<file path="config.mk">
export PLATFORM = sky130hd
export DESIGN_NAME = scm_master
export DESIGN_NICKNAME = d
export VERILOG_FILES = /design/src/scm_pkg.sv /design/src/scm_master.sv
export SDC_FILE = /design/constraint.sdc
export NUM_CORES = 1
export LEC_CHECK = 0
export ABC_CLOCK_PERIOD_IN_PS = 6240
export BUFFER_PORTS_ARGS = -buffer_cell sky130_fd_sc_hd__buf_2
export CORE_MARGIN = 3
export CORE_UTILIZATION = 60
export DETAILED_ROUTE_END_ITERATION = 7
export PLACE_DENSITY_LB_ADDON = 0.25
export SYNTH_ARGS = -nofsm -noshare
export SYNTH_HDL_FRONTEND = slang
export SYNTH_SLANG_ARGS = --single-unit
</file>
<file path="constraint.sdc">
create_clock -name core_clk_i -period 6.24 [get_ports core_clk_i]
set_input_delay 0 -clock core_clk_i [delete_from_list [all_inputs] [get_ports core_clk_i]]
set_output_delay 0 -clock core_clk_i [all_outputs]
set_load 0.02 [all_outputs]
</file>
<file path="src/scm_pkg.sv">
// Constants, field layouts and state types of the serial control master.
// Assumes a 250 MHz core clock and an open-drain two-wire bus with pull-ups.
package scm_pkg;

  // ----------------------------------------------------------------
  // Timing
  // ----------------------------------------------------------------
  localparam int CLK_PERIOD_NS = 4; // Core clock period
  localparam int T_LOW_NS = 1300; // Least low time of the serial clock
  localparam int QTR_CYC = (T_LOW_NS / 2 + CLK_PERIOD_NS - 1) / CLK_PERIOD_NS; // Quarter bit, rounded up
  localparam int TICK_W = 8; // Width of the quarter-bit counter

  // ----------------------------------------------------------------
  // Bus protocol
  // ----------------------------------------------------------------
  localparam logic [6:0] DEV_ADDR = 7'h44; // Target address 1000100
  localparam logic DIR_WR = 1'h0; // Direction bit for a write
  localparam logic DIR_RD = 1'h1; // Direction bit for a read
  localparam logic [3:0] BIT_ACK = 4'h8; // Index of the acknowledge bit
  localparam logic [1:0] BYTE_ADDR = 2'h0; // Address byte with write bit
  localparam logic [1:0] BYTE_REG = 2'h1; // Register index byte
  localparam logic [1:0] BYTE_THIRD = 2'h2; // Write data or read address byte
  localparam logic [1:0] BYTE_RDATA = 2'h3; // Data byte returned by the target
  localparam logic [7:0] LAST_RW_IDX = 8'h0d; // Highest writable register
  localparam logic [7:0] RO_IDX = 8'h0f; // Read-only level register

  // ----------------------------------------------------------------
  // Software register map
  // ----------------------------------------------------------------
  localparam int BUS_ADDR_W = 4; // Byte address width
  localparam logic [3:0] OFF_CMD = 4'h0; // Command register
  localparam logic [3:0] OFF_STAT = 4'h4; // Status register
  localparam logic [3:0] OFF_PIN = 4'h8; // Pin control register
  localparam int CMD_IDX_LSB = 0; // Register index field
  localparam int CMD_DATA_LSB = 8; // Write data field
  localparam int CMD_RD_BIT = 16; // 1 = read transfer
  localparam int ST_BUSY_BIT = 0; // Transfer running
  localparam int ST_NACK_BIT = 1; // Target refused a byte
  localparam int ST_DONE_BIT = 2; // Last command finished
  localparam int ST_BADIDX_BIT = 3; // Last command refused locally
  localparam int ST_RDATA_LSB = 8; // Byte read back
  localparam int PIN_OFF_BIT = 0; // Level of the output-off pin
  localparam int PIN_GUARD_BIT = 1; // Refuse commands while the pin is high

  // ----------------------------------------------------------------
  // State types
  // ----------------------------------------------------------------
  typedef enum logic [1:0] {ST_IDLE, ST_COND, ST_BITS, ST_FREE} scm_state_t;
  typedef enum logic [1:0] {CD_START, CD_RSTART, CD_STOP} scm_cond_t;

endpackage : scm_pkg

</file>
<file path="src/scm_master.sv">
// Two-wire bus master that reads and writes the amplifier's control registers.
// Assumes pull-ups on both lines and a target that never stretches the clock.
//
// Overview of operation
// - Address 1000100, direction bit 0 write.
// - Start, address, index, data, then stop.
// - One data byte per transfer, acknowledged; the master leaves a read data byte unacknowledged.
// - Start: data falls while clock high.
// - Stop: data rises while clock high.
// - Repeated start may replace stop.
// - Receiver holds data low through acknowledge; the master leaves it high after the read data byte.
// - Unacknowledged address leaves line high; stop.
// - Later refused byte: master aborts with stop.
// - Master makes clock, starts and stops.
// - Software writes 0x81 or 0x85 there.
`timescale 1ns/10ps
`default_nettype none

module scm_master
  import scm_pkg::*;
#(
  parameter int QTR = QTR_CYC // Cycles per quarter bit
)(
  input wire logic core_clk_i, // Core clock
  input wire logic sys_rst_i, // Synchronous reset, high
  input wire logic [scm_pkg::BUS_ADDR_W-1:0] bus_addr_i, // Register byte address
  input wire logic [31:0] bus_wdata_i, // Write data
  input wire logic bus_wr_i, // Write strobe
  input wire logic bus_rd_i, // Read strobe
  output logic [31:0] bus_rdata_o, // Read data, cycle after strobe
  output logic scl_o, // Clock line output level
  output logic scl_oe_o, // Clock line pulled low
  input wire logic sda_i, // Data line level
  output logic sda_o, // Data line output level
  output logic sda_oe_o, // Data line pulled low
  output logic output_off_pin_o // Output-off pin of the target
);
  import scm_pkg::*;

  // ----------------------------------------------------------------
  // Declarations
  // ----------------------------------------------------------------
  scm_state_t st_r, st_nxt; // Engine state
  scm_cond_t cond_r, cond_nxt; // Which bus condition is made
  logic [1:0] ph_r, ph_nxt; // Quarter within a bit or condition
  logic [TICK_W-1:0] tick_r, tick_nxt; // Quarter-bit counter
  logic [3:0] bit_r, bit_nxt; // Bit within a byte, 8 = acknowledge
  logic [1:0] byte_r, byte_nxt; // Byte within the transfer
  logic [7:0] shift_r, shift_nxt; // Byte shifting out or in
  logic ack_r, ack_nxt; // Acknowledge seen on the last byte
  logic rd_r, rd_nxt; // Transfer is a read
  logic [7:0] idx_r, idx_nxt; // Target register index
  logic [7:0] data_r, data_nxt; // Data to write
  logic [7:0] rbuf_r, rbuf_nxt; // Byte read back
  logic nack_r, nack_nxt; // Target refused a byte
  logic done_r, done_nxt; // Command finished
  logic badidx_r, badidx_nxt; // Command refused locally
  logic scl_oe_r, scl_oe_nxt; // Clock line pull
  logic sda_oe_r, sda_oe_nxt; // Data line pull
  logic sda_s1_r, sda_s2_r; // Data line synchroniser
  logic off_r, off_nxt; // Output-off pin level
  logic guard_r, guard_nxt; // Refuse commands while pin high
  logic [31:0] rdata_r, rdata_nxt; // Read data register
  logic tick_done; // Quarter bit elapsed
  logic cmd_go; // Command write seen
  logic cmd_rd; // Command asks for a read
  logic [7:0] cmd_idx; // Command register index
  logic idx_ok; // Index legal for the direction
  logic rx; // Current byte comes from the target

  // Byte sent in each slot of the transfer
  function automatic logic [7:0] byte_val(input logic [1:0] b, input logic rd, input logic [7:0] idx,
                                          input logic [7:0] dat);
    logic [7:0] v;
    v = 8'hff;
    unique case (b)
      BYTE_ADDR: v = {DEV_ADDR, DIR_WR};
      BYTE_REG: v = idx;
      BYTE_THIRD: v = rd ? {DEV_ADDR, DIR_RD} : dat;
      BYTE_RDATA: v = 8'hff; // Line released while the target sends
    endcase
    return v;
  endfunction : byte_val

  assign tick_done = (tick_r == TICK_W'(QTR - 1));
  assign cmd_go = bus_wr_i && (bus_addr_i == OFF_CMD);
  assign cmd_rd = bus_wdata_i[CMD_RD_BIT];
  assign cmd_idx = bus_wdata_i[CMD_IDX_LSB +: 8];
  assign idx_ok = (cmd_idx <= LAST_RW_IDX) || (cmd_rd && cmd_idx == RO_IDX);
  assign rx = rd_r && (byte_r == BYTE_RDATA);

  // ----------------------------------------------------------------
  // Transfer engine
  // ----------------------------------------------------------------
  // Next state of the engine and of the two line pulls
  always_comb
  begin
    st_nxt = st_r;
    cond_nxt = cond_r;
    ph_nxt = ph_r;
    bit_nxt = bit_r;
    byte_nxt = byte_r;
    shift_nxt = shift_r;
    ack_nxt = ack_r;
    rd_nxt = rd_r;
    idx_nxt = idx_r;
    data_nxt = data_r;
    rbuf_nxt = rbuf_r;
    nack_nxt = nack_r;
    done_nxt = done_r;
    badidx_nxt = badidx_r;
    tick_nxt = (st_r == ST_IDLE || tick_done) ? '0 : tick_r + TICK_W'(1);
    unique case (st_r)
      ST_IDLE:
      begin
        // Accept a command; refuse it on an illegal index or while guard and pin are both high
        if (cmd_go)
        begin
          if (!idx_ok || (guard_r && off_r))
          begin
            badidx_nxt = 1'b1;
            done_nxt = 1'b1;
          end
          else
          begin
            rd_nxt = cmd_rd;
            idx_nxt = cmd_idx;
            data_nxt = bus_wdata_i[CMD_DATA_LSB +: 8];
            nack_nxt = 1'b0;
            badidx_nxt = 1'b0;
            done_nxt = 1'b0;
            st_nxt = ST_COND;
            cond_nxt = CD_START;
            ph_nxt = 2'h0;
            byte_nxt = BYTE_ADDR;
            bit_nxt = 4'h0;
          end
        end
      end
      ST_COND:
      begin
        // Four quarters per condition, then bits or bus-free wait
        if (tick_done)
        begin
          ph_nxt = ph_r + 2'h1;
          if (ph_r == 2'h3)
          begin
            if (cond_r == CD_STOP)
              st_nxt = ST_FREE;
            else
            begin
              st_nxt = ST_BITS;
              bit_nxt = 4'h0;
              shift_nxt = byte_val(byte_r, rd_r, idx_r, data_r);
            end
          end
        end
      end
      ST_BITS:
      begin
        if (tick_done)
        begin
          ph_nxt = ph_r + 2'h1;
          // Sample in the middle of the high phase
          if (ph_r == 2'h2)
          begin
            if (bit_r == BIT_ACK)
              ack_nxt = !sda_s2_r;
            else if (rx)
              shift_nxt = {shift_r[6:0], sda_s2_r};
          end
          if (ph_r == 2'h3)
          begin
            if (bit_r != BIT_ACK)
            begin
              bit_nxt = bit_r + 4'h1;
              if (!rx)
                shift_nxt = {shift_r[6:0], 1'b0};
            end
            else
            begin
              bit_nxt = 4'h0;
              if (rx)
              begin
                // Data byte taken and not acknowledged by the master
                rbuf_nxt = shift_r;
                st_nxt = ST_COND;
                cond_nxt = CD_STOP;
              end
              else if (!ack_r)
              begin
                // Target refused a byte: abort
                nack_nxt = 1'b1;
                st_nxt = ST_COND;
                cond_nxt = CD_STOP;
              end
              else if (rd_r && byte_r == BYTE_REG)
              begin
                byte_nxt = BYTE_THIRD;
                st_nxt = ST_COND;
                cond_nxt = CD_RSTART;
              end
              else if (!rd_r && byte_r == BYTE_THIRD)
              begin
                st_nxt = ST_COND;
                cond_nxt = CD_STOP;
              end
              else
              begin
                byte_nxt = byte_r + 2'h1;
                shift_nxt = byte_val(byte_nxt, rd_r, idx_r, data_r);
              end
            end
          end
        end
      end
      ST_FREE:
      begin
        // Two quarters of free bus after the stop
        if (tick_done)
        begin
          ph_nxt = ph_r + 2'h1;
          if (ph_r == 2'h1)
          begin
            st_nxt = ST_IDLE;
            done_nxt = 1'b1;
          end
        end
      end
    endcase
    // Line pulls for the quarter being entered
    scl_oe_nxt = 1'b0;
    sda_oe_nxt = 1'b0;
    if (st_nxt == ST_BITS)
    begin
      scl_oe_nxt = !ph_nxt[1];
      sda_oe_nxt = sda_oe_r;
      if (ph_nxt == 2'h1)
        sda_oe_nxt = (bit_r != BIT_ACK && !rx) ? !shift_r[7] : 1'b0;
    end
    else if (st_nxt == ST_COND)
    begin
      unique case (cond_nxt)
        CD_START:
          sda_oe_nxt = ph_nxt[1];
        CD_RSTART:
        begin
          scl_oe_nxt = !ph_nxt[1];
          sda_oe_nxt = (ph_nxt == 2'h3);
        end
        CD_STOP:
        begin
          scl_oe_nxt = !ph_nxt[1];
          sda_oe_nxt = (ph_nxt == 2'h1) || (ph_nxt == 2'h2);
        end
      endcase
    end
  end

  // Engine registers and data line synchroniser
  always_ff @(posedge core_clk_i)
  begin
    if (sys_rst_i)
    begin
      st_r <= ST_IDLE;
      cond_r <= CD_START;
      ph_r <= 2'h0;
      tick_r <= '0;
      bit_r <= 4'h0;
      byte_r <= 2'h0;
      shift_r <= 8'h00;
      ack_r <= 1'b0;
      rd_r <= 1'b0;
      idx_r <= 8'h00;
      data_r <= 8'h00;
      rbuf_r <= 8'h00;
      nack_r <= 1'b0;
      done_r <= 1'b0;
      badidx_r <= 1'b0;
      scl_oe_r <= 1'b0;
      sda_oe_r <= 1'b0;
      sda_s1_r <= 1'b1;
      sda_s2_r <= 1'b1;
    end
    else
    begin
      st_r <= st_nxt;
      cond_r <= cond_nxt;
      ph_r <= ph_nxt;
      tick_r <= tick_nxt;
      bit_r <= bit_nxt;
      byte_r <= byte_nxt;
      shift_r <= shift_nxt;
      ack_r <= ack_nxt;
      rd_r <= rd_nxt;
      idx_r <= idx_nxt;
      data_r <= data_nxt;
      rbuf_r <= rbuf_nxt;
      nack_r <= nack_nxt;
      done_r <= done_nxt;
      badidx_r <= badidx_nxt;
      scl_oe_r <= scl_oe_nxt;
      sda_oe_r <= sda_oe_nxt;
      sda_s1_r <= sda_i;
      sda_s2_r <= sda_s1_r;
    end
  end

  // ----------------------------------------------------------------
  // Software registers
  // ----------------------------------------------------------------
  // Pin control writes and read data mux
  always_comb
  begin
    off_nxt = off_r;
    guard_nxt = guard_r;
    rdata_nxt = 32'h0;
    if (bus_wr_i && bus_addr_i == OFF_PIN)
    begin
      off_nxt = bus_wdata_i[PIN_OFF_BIT];
      guard_nxt = bus_wdata_i[PIN_GUARD_BIT];
    end
    if (bus_rd_i)
    begin
      unique case (bus_addr_i)
        OFF_CMD:
        begin
          rdata_nxt[CMD_IDX_LSB +: 8] = idx_r;
          rdata_nxt[CMD_DATA_LSB +: 8] = data_r;
          rdata_nxt[CMD_RD_BIT] = rd_r;
        end
        OFF_STAT:
        begin
          rdata_nxt[ST_BUSY_BIT] = (st_r != ST_IDLE);
          rdata_nxt[ST_NACK_BIT] = nack_r;
          rdata_nxt[ST_DONE_BIT] = done_r;
          rdata_nxt[ST_BADIDX_BIT] = badidx_r;
          rdata_nxt[ST_RDATA_LSB +: 8] = rbuf_r;
        end
        OFF_PIN:
        begin
          rdata_nxt[PIN_OFF_BIT] = off_r;
          rdata_nxt[PIN_GUARD_BIT] = guard_r;
        end
        default: rdata_nxt = 32'h0; // Unmapped reads as zero
      endcase
    end
  end

  // Software register storage
  always_ff @(posedge core_clk_i)
  begin
    if (sys_rst_i)
    begin
      off_r <= 1'b0;
      guard_r <= 1'b0;
      rdata_r <= 32'h0;
    end
    else
    begin
      off_r <= off_nxt;
      guard_r <= guard_nxt;
      rdata_r <= rdata_nxt;
    end
  end

  assign bus_rdata_o = rdata_r;
  assign scl_oe_o = scl_oe_r;
  assign sda_oe_o = sda_oe_r;
  assign output_off_pin_o = off_r;
  assign scl_o = 1'b0;
  assign sda_o = 1'b0;
endmodule : scm_master

`default_nettype wire

</file>
==> results.md, run 1 <==
Status:
- The flow ran to the end, and the final reports show no timing, DRC or antenna violations.

Floorplan:
- The height of the die is 89.2 µm.
- The effective utilization at floorplan is 0.636.
- The floorplan step defined a die boundary enclosing 7960 µm².
- The floorplan step defined a core boundary enclosing 6530 µm².
- Measured along the x axis, the die boundary spans 89.2 µm.
- The placement row count is 29.
- The number of top-level pins is 78.

Detailed routing:
- The post-detailed-routing wire length is 10,100 µm.
- In this run the remaining antenna-violating nets after routing total 0.
- The detailed router finished its first iteration with 305 violations.
- The number of remaining DRC errors is 0.
- The via count normalized by instance count is 6.09.
- Before antenna repair, the detailed router went through 7 iterations.
- The average wire per cell in the routed design is 16.5 µm.
- Summing over every cut layer, the via total after detailed routing is 3,742.

Clock network:
- The master cell of the clock root buffer is sky130_fd_sc_hd__clkbuf_8.
- The deepest clock path buffer count is 2.
- After clock tree synthesis, the clock-pin slew on the worst setup and hold paths is 90 ps.
- The post-cts repair resize count is 0.
- In this run, CTS created clock tree buffers numbering 9.
- TritonCTS built the clock tree.
- The tree built by TritonCTS fans out to 80 sinks.
- In this run the post-CTS setup repair buffer count came out at 0.
- The H-tree generated during clock tree synthesis spans 3 levels.
- The clock latency on the worst-skew pair is 370 ps.

STA:
- The highest clock rate is 0.343 GHz.
- The actual transition at the worst max-transition pin is 936 ps.
- The number of endpoints failing setup at the final stage is 0.
- The sum of negative setup slack is 0 ps.
- The final worst setup slack is 3320 ps.
- The final critical-path share of the clock period is 0.468.
- After layout, the minimum clock period comes to 2920 ps.
- Setup repair after global routing left no endpoint under its margin.
- The final-report hold violation count is 0.
- The worst relative slew slack is 0.376.
- The clock arrives with 13.8 ps of skew.
- The number of pins with negative max-slew slack in the final report is 0.

Pwr:
- Dividing total power by cell area gives a power density of 194 nW/µm².
- The largest vdd supply drop is 0.000128 V.
- For this design the static power due to leakage is 1.78 nW.

Job:
- Max-cap violations in this run came to 0.

Critical path:
- At the worst endpoint, the required time is 6520 ps.
- The critical-path maximum fanout is 7.
- The category of the critical setup timing path is reg2reg.
- The sort of element at the start of the critical path is a register.
- The category of the worst setup path capture point is a register.
- The critical path data arrival time is 3200 ps.

Logic synthesis:
- The gate count after technology mapping is 481.
- Sorting the synthesized cells by area gives the leading types as sky130_fd_sc_hd__dfxtp_1 (39%), sky130_fd_sc_hd__ha_1 (5.7%), sky130_fd_sc_hd__nand2_1 (4.6%).
- By area, the combinational part of the netlist is dominated by simple AND/OR/NAND/NOR gates.
- The area share of the largest cell type after synthesis is 0.385.
- The fraction of registers with async set or reset after synthesis is 0.
- Of the total synthesized cell area, the portion taken by AND, OR, NAND and NOR gates is 0.238.
- The post-synthesis cell type count is 63.
- After synthesis the netlist holds a flip-flop and latch count of 80.
- The most frequent cell after synthesis is sky130_fd_sc_hd__dfxtp_1.
- The top flip-flop cell by instance count after synthesis is sky130_fd_sc_hd__dfxtp_1.
- The count of flip-flops with a built-in enable after synthesis is 0.
- The arithmetic-cell share of the synthesized area counting full adders, half adders and majority gates is 0.0572.
- The share of cell area taken by muxes after synthesis is 0.0488.
- The post-synthesis average cell area is 8.64 µm².
- The compound-gate portion of the synthesized area is 0.187.
- The share of the Yosys chip area taken by registers is 0.385.
- Sorting the synthesized cells by how often they occur yields sky130_fd_sc_hd__dfxtp_1 (80), sky130_fd_sc_hd__nand2_1 (51), sky130_fd_sc_hd__nor2_1 (41).
- Of the total synthesized cell area, the portion taken by XOR and XNOR cells is 0.0126.
- The cell accounting for the most synthesized area is sky130_fd_sc_hd__dfxtp_1.
- The cell area after technology mapping is 4160 µm².
- The number of warning messages in the yosys log is 0.

Place:
- Routability-driven placement finished with a final weighted congestion of 0.877.
- The cell total after placement is 580.
- Timing analysis after detailed placement gives a worst setup slack of 3380 ps.
- The placed instance area is 4310 µm².
- The total half-perimeter wirelength after legalization and detailed placement is 6990 µm.
- Buffers placed on the I/O ports in this run total 45.

Global route:
- The via count of the first global-routing pass is 3,506.
- The initial antenna violation count was 0.
- The total global routing overflow is 0.
- In the global route stage, overall resource usage came out at 0.275.
- The first-pass GRT wire length is 16,800 µm.
- Entering global routing, the biggest net connects 50 pins.

Final layout:
- For this run, the share of the core covered by cells in the final layout is 0.716.
- The finished cells cover 4670 µm².
- The multi-input combinational cell area is 2330 µm².
- The repair_antennas step left the layout with diodes totalling 0.
- Summing all flip-flop and latch instances after layout gives 1600 µm².
- The area growth from synthesis to layout is 12.5%.
- The number of inserted filler cells in the final layout is 500.
- In the final layout, the share of cells above drive strength 1 is 0.143.
- The post-layout net count is 592.
- After the flow finishes, the layout carries non-filler instances totaling 614.

Worst hold path:
- The path class of the tightest hold or removal check is in2reg.
[cells in the final DEF, fill, tap and decap left out, drive strengths merged, types with 8 or more instances in the layout]
cell,count
nor4,8
nand3,24
nor3,14
a21oi,36
nor2,42
dfxtp,80
conb,17
inv,14
a221oi,11
and3,10
and2,9
mux2i,18
buf,47
clkbuf,11
a22o,11
nand2,52
dlygate4sd3,18
o21ai,16
ha,19
[kinds of logic after synthesis]
family          Yosys count
other cells               1
flops                    80
mux                      20
simple gates            189
compound gates          112
xor+xnor                  6
buf+inv                  54
fa+ha+maj                19
[routing by layer]
metal / up-vias / track usage / routed length, µm
met2: 171 / 0.459 / 4820
met3: 32 / 0.0700 / 816
li1: 1798 / - / -
met5: - / 0 / 0
met4: 0 / 0.110 / 299
met1: 1741 / 0.338 / 4210
[final timing paths]
path,startpoint,end,slack [ps],depth (start not counted)
setup / recovery,tick_r[0]$_SDFF_PP0_,scl_oe_o$_SDFF_PP0_,3320,11
hold / removal,bus_addr_i[2],bus_rdata_o[1]$_SDFF_PP0_,40,3
setup reg to reg,tick_r[0]$_SDFF_PP0_,scl_oe_o$_SDFF_PP0_,3320,11
hold reg to reg,sda_s1_r$_SDFF_PP1_,sda_s2_r$_SDFF_PP1_,420,1
[critical path, stage by stage, from the launching register on]
cell and delay, ps:
sky130_fd_sc_hd__dfxtp_1 360, sky130_fd_sc_hd__inv_1 70, sky130_fd_sc_hd__ha_1 140, sky130_fd_sc_hd__nor3b_2 330
sky130_fd_sc_hd__and2_1 350, sky130_fd_sc_hd__nand4_1 240, sky130_fd_sc_hd__o21ai_0 220, sky130_fd_sc_hd__o21a_1 180
sky130_fd_sc_hd__nor2_1 60, sky130_fd_sc_hd__ha_1 290, sky130_fd_sc_hd__or3_1 390, sky130_fd_sc_hd__a211oi_2 210
[layout make-up]
cell class / instances / share of cell area
repair buffers: 65 / 0.0899
clock inverters: 5 / 0.00857
multi-input cells: 363 / 0.498
clock buffers: 11 / 0.0302
inverters: 13 / 0.0104
flip-flops and latches: 80 / 0.343
well taps: 77 / 0.0206
[registers in the layout (all words and copies together) (netlist names)]
signal / flops
ack_r: 1
badidx_r: 1
bit_r: 4
bus_rdata_o: 17
byte_r: 2
cond_r: 2
data_r: 8
done_r: 1
guard_r: 1
idx_r: 8
nack_r: 1
output_off_pin_o: 1
ph_r: 2
rbuf_r: 8
rd_r: 1
scl_oe_o: 1
sda_oe_o: 1
sda_s1_r: 1
sda_s2_r: 1
shift_r: 8
st_r: 2
tick_r: 8
[where the power goes]
part,internal [W],switching (W)
registers,0.000511,0.000000883
logic,0.0000158,0.0000265
clock network,0.000159,0.000194
total,0.000686,0.000222
[timing repair]
item | 4_1_cts | 5_1_grt
hold buffers | 18 | 0
hold endpoints to repair | 18 | 0
setup endpoints to repair | 0 | 0
[metrics by stage]
stage                     total power, W  hold slack (ps)
after floorplan                 0.000552              104
after global placement          0.000557              185
after detailed placement        0.000557              187
after CTS                       0.000913             16.2
after global routing            0.000938             62.8
final                           0.000907             38.1
(Power assumes the default switching activity.)
==> run 2: changes to the inputs <==
--- a/config.mk
+++ b/config.mk
@@ -5,10 +5,10 @@
 export SDC_FILE = /design/constraint.sdc
 export NUM_CORES = 1
 export LEC_CHECK = 0
-export ABC_CLOCK_PERIOD_IN_PS = 6240
+export ABC_CLOCK_PERIOD_IN_PS = 2500
 export BUFFER_PORTS_ARGS = -buffer_cell sky130_fd_sc_hd__buf_2
 export CORE_MARGIN = 3
-export CORE_UTILIZATION = 60
+export CORE_UTILIZATION = 50
 export DETAILED_ROUTE_END_ITERATION = 7
 export PLACE_DENSITY_LB_ADDON = 0.25
 export SYNTH_ARGS = -nofsm -noshare
==> constraint.sdc (replaced) <==
create_clock -name core_clk_i -period 2.5 [get_ports core_clk_i]
set_input_delay 0 -clock core_clk_i [delete_from_list [all_inputs] [get_ports core_clk_i]]
set_output_delay 0 -clock core_clk_i [all_outputs]
set_load 0.02 [all_outputs]
==> run 2 against run 1 <==
  * Clock power grew to 2.8 times the previous value
  * Clock skew decreased by 1.3 ps
  * Critical path type unchanged
  * Design area up 6.2%
  * Combinational power rose to 2.6 times the previous value
  * Largest cell class unchanged
==> results.md, run 2 (synthesis gave the netlist of run 1 again) <==
Clock network:
- The number of levels the H-tree was split into is 3 (unchanged).
- The clock edge transition at the registers on the reported setup and hold paths is 90 ps (about the same).
- The deepest clock path buffer count is 2 (unchanged).
- The clock latency on the worst-skew pair is 360 ps (about the same).
- The master cell of the clock root buffer is sky130_fd_sc_hd__clkbuf_8.
- The CTS tree is built.
- The number of CTS-inserted buffers came to 9 (unchanged).
- The number of clock sinks came to 80 (unchanged).

Detailed routing:
- The detailed-routed wire length on met2 is 5270 µm (+9.1%).
- The number of remaining DRC errors is 0 (unchanged).
- The post-detailed-routing wire length came to 10,900 µm (+7.8%).
- The wire length the detailed router placed on met1 is 4730 µm (+13%).
- The routed wire length on met3 came to 718 µm (-12%).
- The number of DRC markers after the initial detailed-route iteration was 302 (-0.98%).
- The detailed-router iteration count before antenna repair is 5 (-2).
- The highest layer used for signal routing is met4.
- The via count normalized by instance count is 5.80 (-4.9%).
- The number of vias after detailed routing is 3,873 (+3.5%).
- The average wire per cell in the routed design is 16.4 µm (-0.92%).
- The antenna violation net count after detailed routing is 0 (unchanged).

Critical path:
- The delay contributed by the slowest stage of the critical path came to 330 ps (-60 ps).
- The category of cells accounting for the largest share of critical-path delay is simple AND/OR/NAND/NOR gates.
- The standard cell with the maximum stage delay on the critical path is sky130_fd_sc_hd__dfxtp_2.
- The sort of element at the start of the critical path is a register.
- The critical path is of the reg2reg type.
- The critical-path maximum fanout was 4 (-3).
- The worst path buffer plus inverter count is 1 (unchanged).
- The critical path goes through inv_2 > ha_4 > nor3b_4 > and2_4 > nand4_1 > o21ai_1 > o21a_1 > nor2_1 > ha_1 > or3_1 > a211oi_2.
- The category of the worst setup path capture point is a register.
- The critical path data arrival time is 2620 ps (-580 ps).
- The required time at the endpoint of the critical path was 2770 ps (-3750 ps).

Final layout:
- The share of post-route cells with drive strength above 1 is 0.201 (+0.0580).
- The final instance area is 4960 µm² (+6.2%).
- The number of flip-flops under the largest register name is 17 (unchanged).
- In the layout the commonest cells are sky130_fd_sc_hd__dfxtp_1 (78), sky130_fd_sc_hd__nand2_1 (51), sky130_fd_sc_hd__buf_2 (45).
- The number of inserted filler cells in the final layout came to 689 (+38%).
- The number of diodes added for antenna fixing is 0 (unchanged).
- The post-layout net count is 621 (+4.9%).
- The most common cell after layout, fill and taps aside is sky130_fd_sc_hd__dfxtp_1.
- Relative to the synthesized area, the layout overhead comes to 19.5%.
- The number of standard cells in the layout, taps in and fillers out is 668 (+8.8%).

Global route:
- The aggregate global-route resource usage is 0.226 (-0.0481).
- The total global routing overflow is 0 (unchanged).
- The first-pass GRT wire length was 17,700 µm (+5.5%).
- The via count of the first global-routing pass is 3,662 (+4.4%).
- The largest net degree at the start of global routing came to 49 (-2.0%).
- The initial antenna violation count is 0 (unchanged).

STA:
- The number of endpoints failing setup at the final stage came to 0 (unchanged).
- Setup repair after global routing could not meet its margin everywhere.
- The final critical path time including I/O delays and setup is 2350 ps (-572 ps).
- The number of pins with negative max-slew slack in the final report came to 0 (unchanged).
- The actual transition at the worst max-transition pin was 827 ps (-109 ps).
- The highest clock rate is 0.426 GHz (+24%).
- The final clock skew came to 12.5 ps (-1.35 ps).
- The worst relative slew slack was 0.446 (+0.0701).
- The final critical-path share of the clock period is 0.939 (+0.471).
- The final worst setup slack is 153 ps (-3170 ps).
- The final-report hold violation count came to 0 (unchanged).

Place:
- The cell total after placement is 632 (+9.0%).
- The total half-perimeter wirelength after legalization and detailed placement is 7650 µm (+9.4%).
- The count of input and output buffers is 45 (unchanged).
- The placed instance area is 4550 µm² (+5.6%).
- The final weighted congestion of routability-driven global placement was 0.841 (-4.1%).
- The post-placement setup slack is -4.28 ps (-3380 ps).

Floorplan:
- The number of top-level pins is 78 (unchanged).
- The height of the die is 97.2 µm (+8.9%).
- The area of the die is 9440 µm² (+19%).
- The die outline width is 97.2 µm (+8.9%).
- The effective utilization at floorplan is 0.527 (-0.109).
- The standard cell core area is 7890 µm² (+21%).
- The placement row count came to 32 (+10%).

Worst hold path:
- In this run the worst hold path is classified as in2reg.

Status:
- The flow ran to the end, and the final reports show no timing, DRC or antenna violations.

Pwr:
- The power density of the placed cells is 478 nW/µm² (+150%).
- The static leakage was 1.95 nW (+9.4%).
- The largest vdd supply drop is 0.000251 V (+96%).

Job:
- The number of maximum-capacitance violations came to 0 (unchanged).
==> run 2: changes by cell type in the layout (fill, tap and decap cells not counted), moves of 2 or more <==
cell and change:
sky130_fd_sc_hd__inv_6 +2, sky130_fd_sc_hd__dfxtp_2 +2, sky130_fd_sc_hd__dlygate4sd3_1 -2, sky130_fd_sc_hd__buf_4 +30, sky130_fd_sc_hd__clkinv_4 -2, sky130_fd_sc_hd__o21ai_1 +2, sky130_fd_sc_hd__o21ai_0 -2, sky130_fd_sc_hd__dfxtp_1 -2
==> run 2: worst reg2reg max path, cell delays in order (launching register included) <==
cell	delay [ps]
sky130_fd_sc_hd__dfxtp_2	330
sky130_fd_sc_hd__inv_2	60
sky130_fd_sc_hd__ha_4	110
sky130_fd_sc_hd__nor3b_4	200
sky130_fd_sc_hd__and2_4	170
sky130_fd_sc_hd__nand4_1	170
sky130_fd_sc_hd__o21ai_1	180
sky130_fd_sc_hd__o21a_1	170
sky130_fd_sc_hd__nor2_1	50
sky130_fd_sc_hd__ha_1	330
sky130_fd_sc_hd__or3_1	330
sky130_fd_sc_hd__a211oi_2	170
==> run 2: area by class of cell <==
type                            count  area [µm²]  area share
Clock buffer                        9         124      0.0250
Clock inverter                      7        75.1      0.0151
Inverter                           13        48.8     0.00983
Multi-Input combinational cell    363        2350       0.473
Sequential cell                    80        1600       0.323
Tap cell                          102         128      0.0257
Timing Repair Buffer               94         637       0.128
==> run 2: power breakdown <==
part           internal, W  total, W  switching (W)
combinational    0.0000422  0.000108      0.0000660
sequential         0.00128   0.00128     0.00000180
clock             0.000473  0.000985       0.000512
total              0.00179   0.00237       0.000580
==> run 2: what timing repair did <==
action | CTS | global route
hold endpoints to repair | 18 | 0
resized for setup | 2 | 7
pin swaps | 1 | 10
setup endpoints to repair | 1 | 2
setup buffers | 1 | 3
hold buffers | 16 | 0
==> run 2: path summary, 6_finish.rpt <==
check                                          start                         to  slack (ps)  cells after the start
worst min register to register   sda_s1_r$_SDFF_PP1_        sda_s2_r$_SDFF_PP1_         420                      1
worst max-delay path            tick_r[0]$_SDFF_PP0_        scl_oe_o$_SDFF_PP0_         150                     11
worst max register to register  tick_r[0]$_SDFF_PP0_        scl_oe_o$_SDFF_PP0_         150                     11
worst min-delay path                   bus_addr_i[2]  bus_rdata_o[1]$_SDFF_PP0_          20                      3
==> run 2: metrics by stage <==
stage / total power (W) / utilization / setup TNS, ps / hold WS [ps]
floorplan: 0.00138 / - / 0 / 104
global placement: 0.00139 / 0.577 / 0 / 189
detailed placement: 0.00140 / 0.577 / -4.28 / 189
CTS: 0.00238 / 0.624 / 0 / 7.57
global route: 0.00245 / 0.629 / -162 / 21.2
finish: 0.00237 / 0.629 / 0 / 20.8
==> run 2: layer usage <==
metal  up-vias  GRT usage
met5         -          0
met4         0     0.0713
met3        26     0.0388
met2       155      0.384
met1      1833      0.293
li1       1859          -
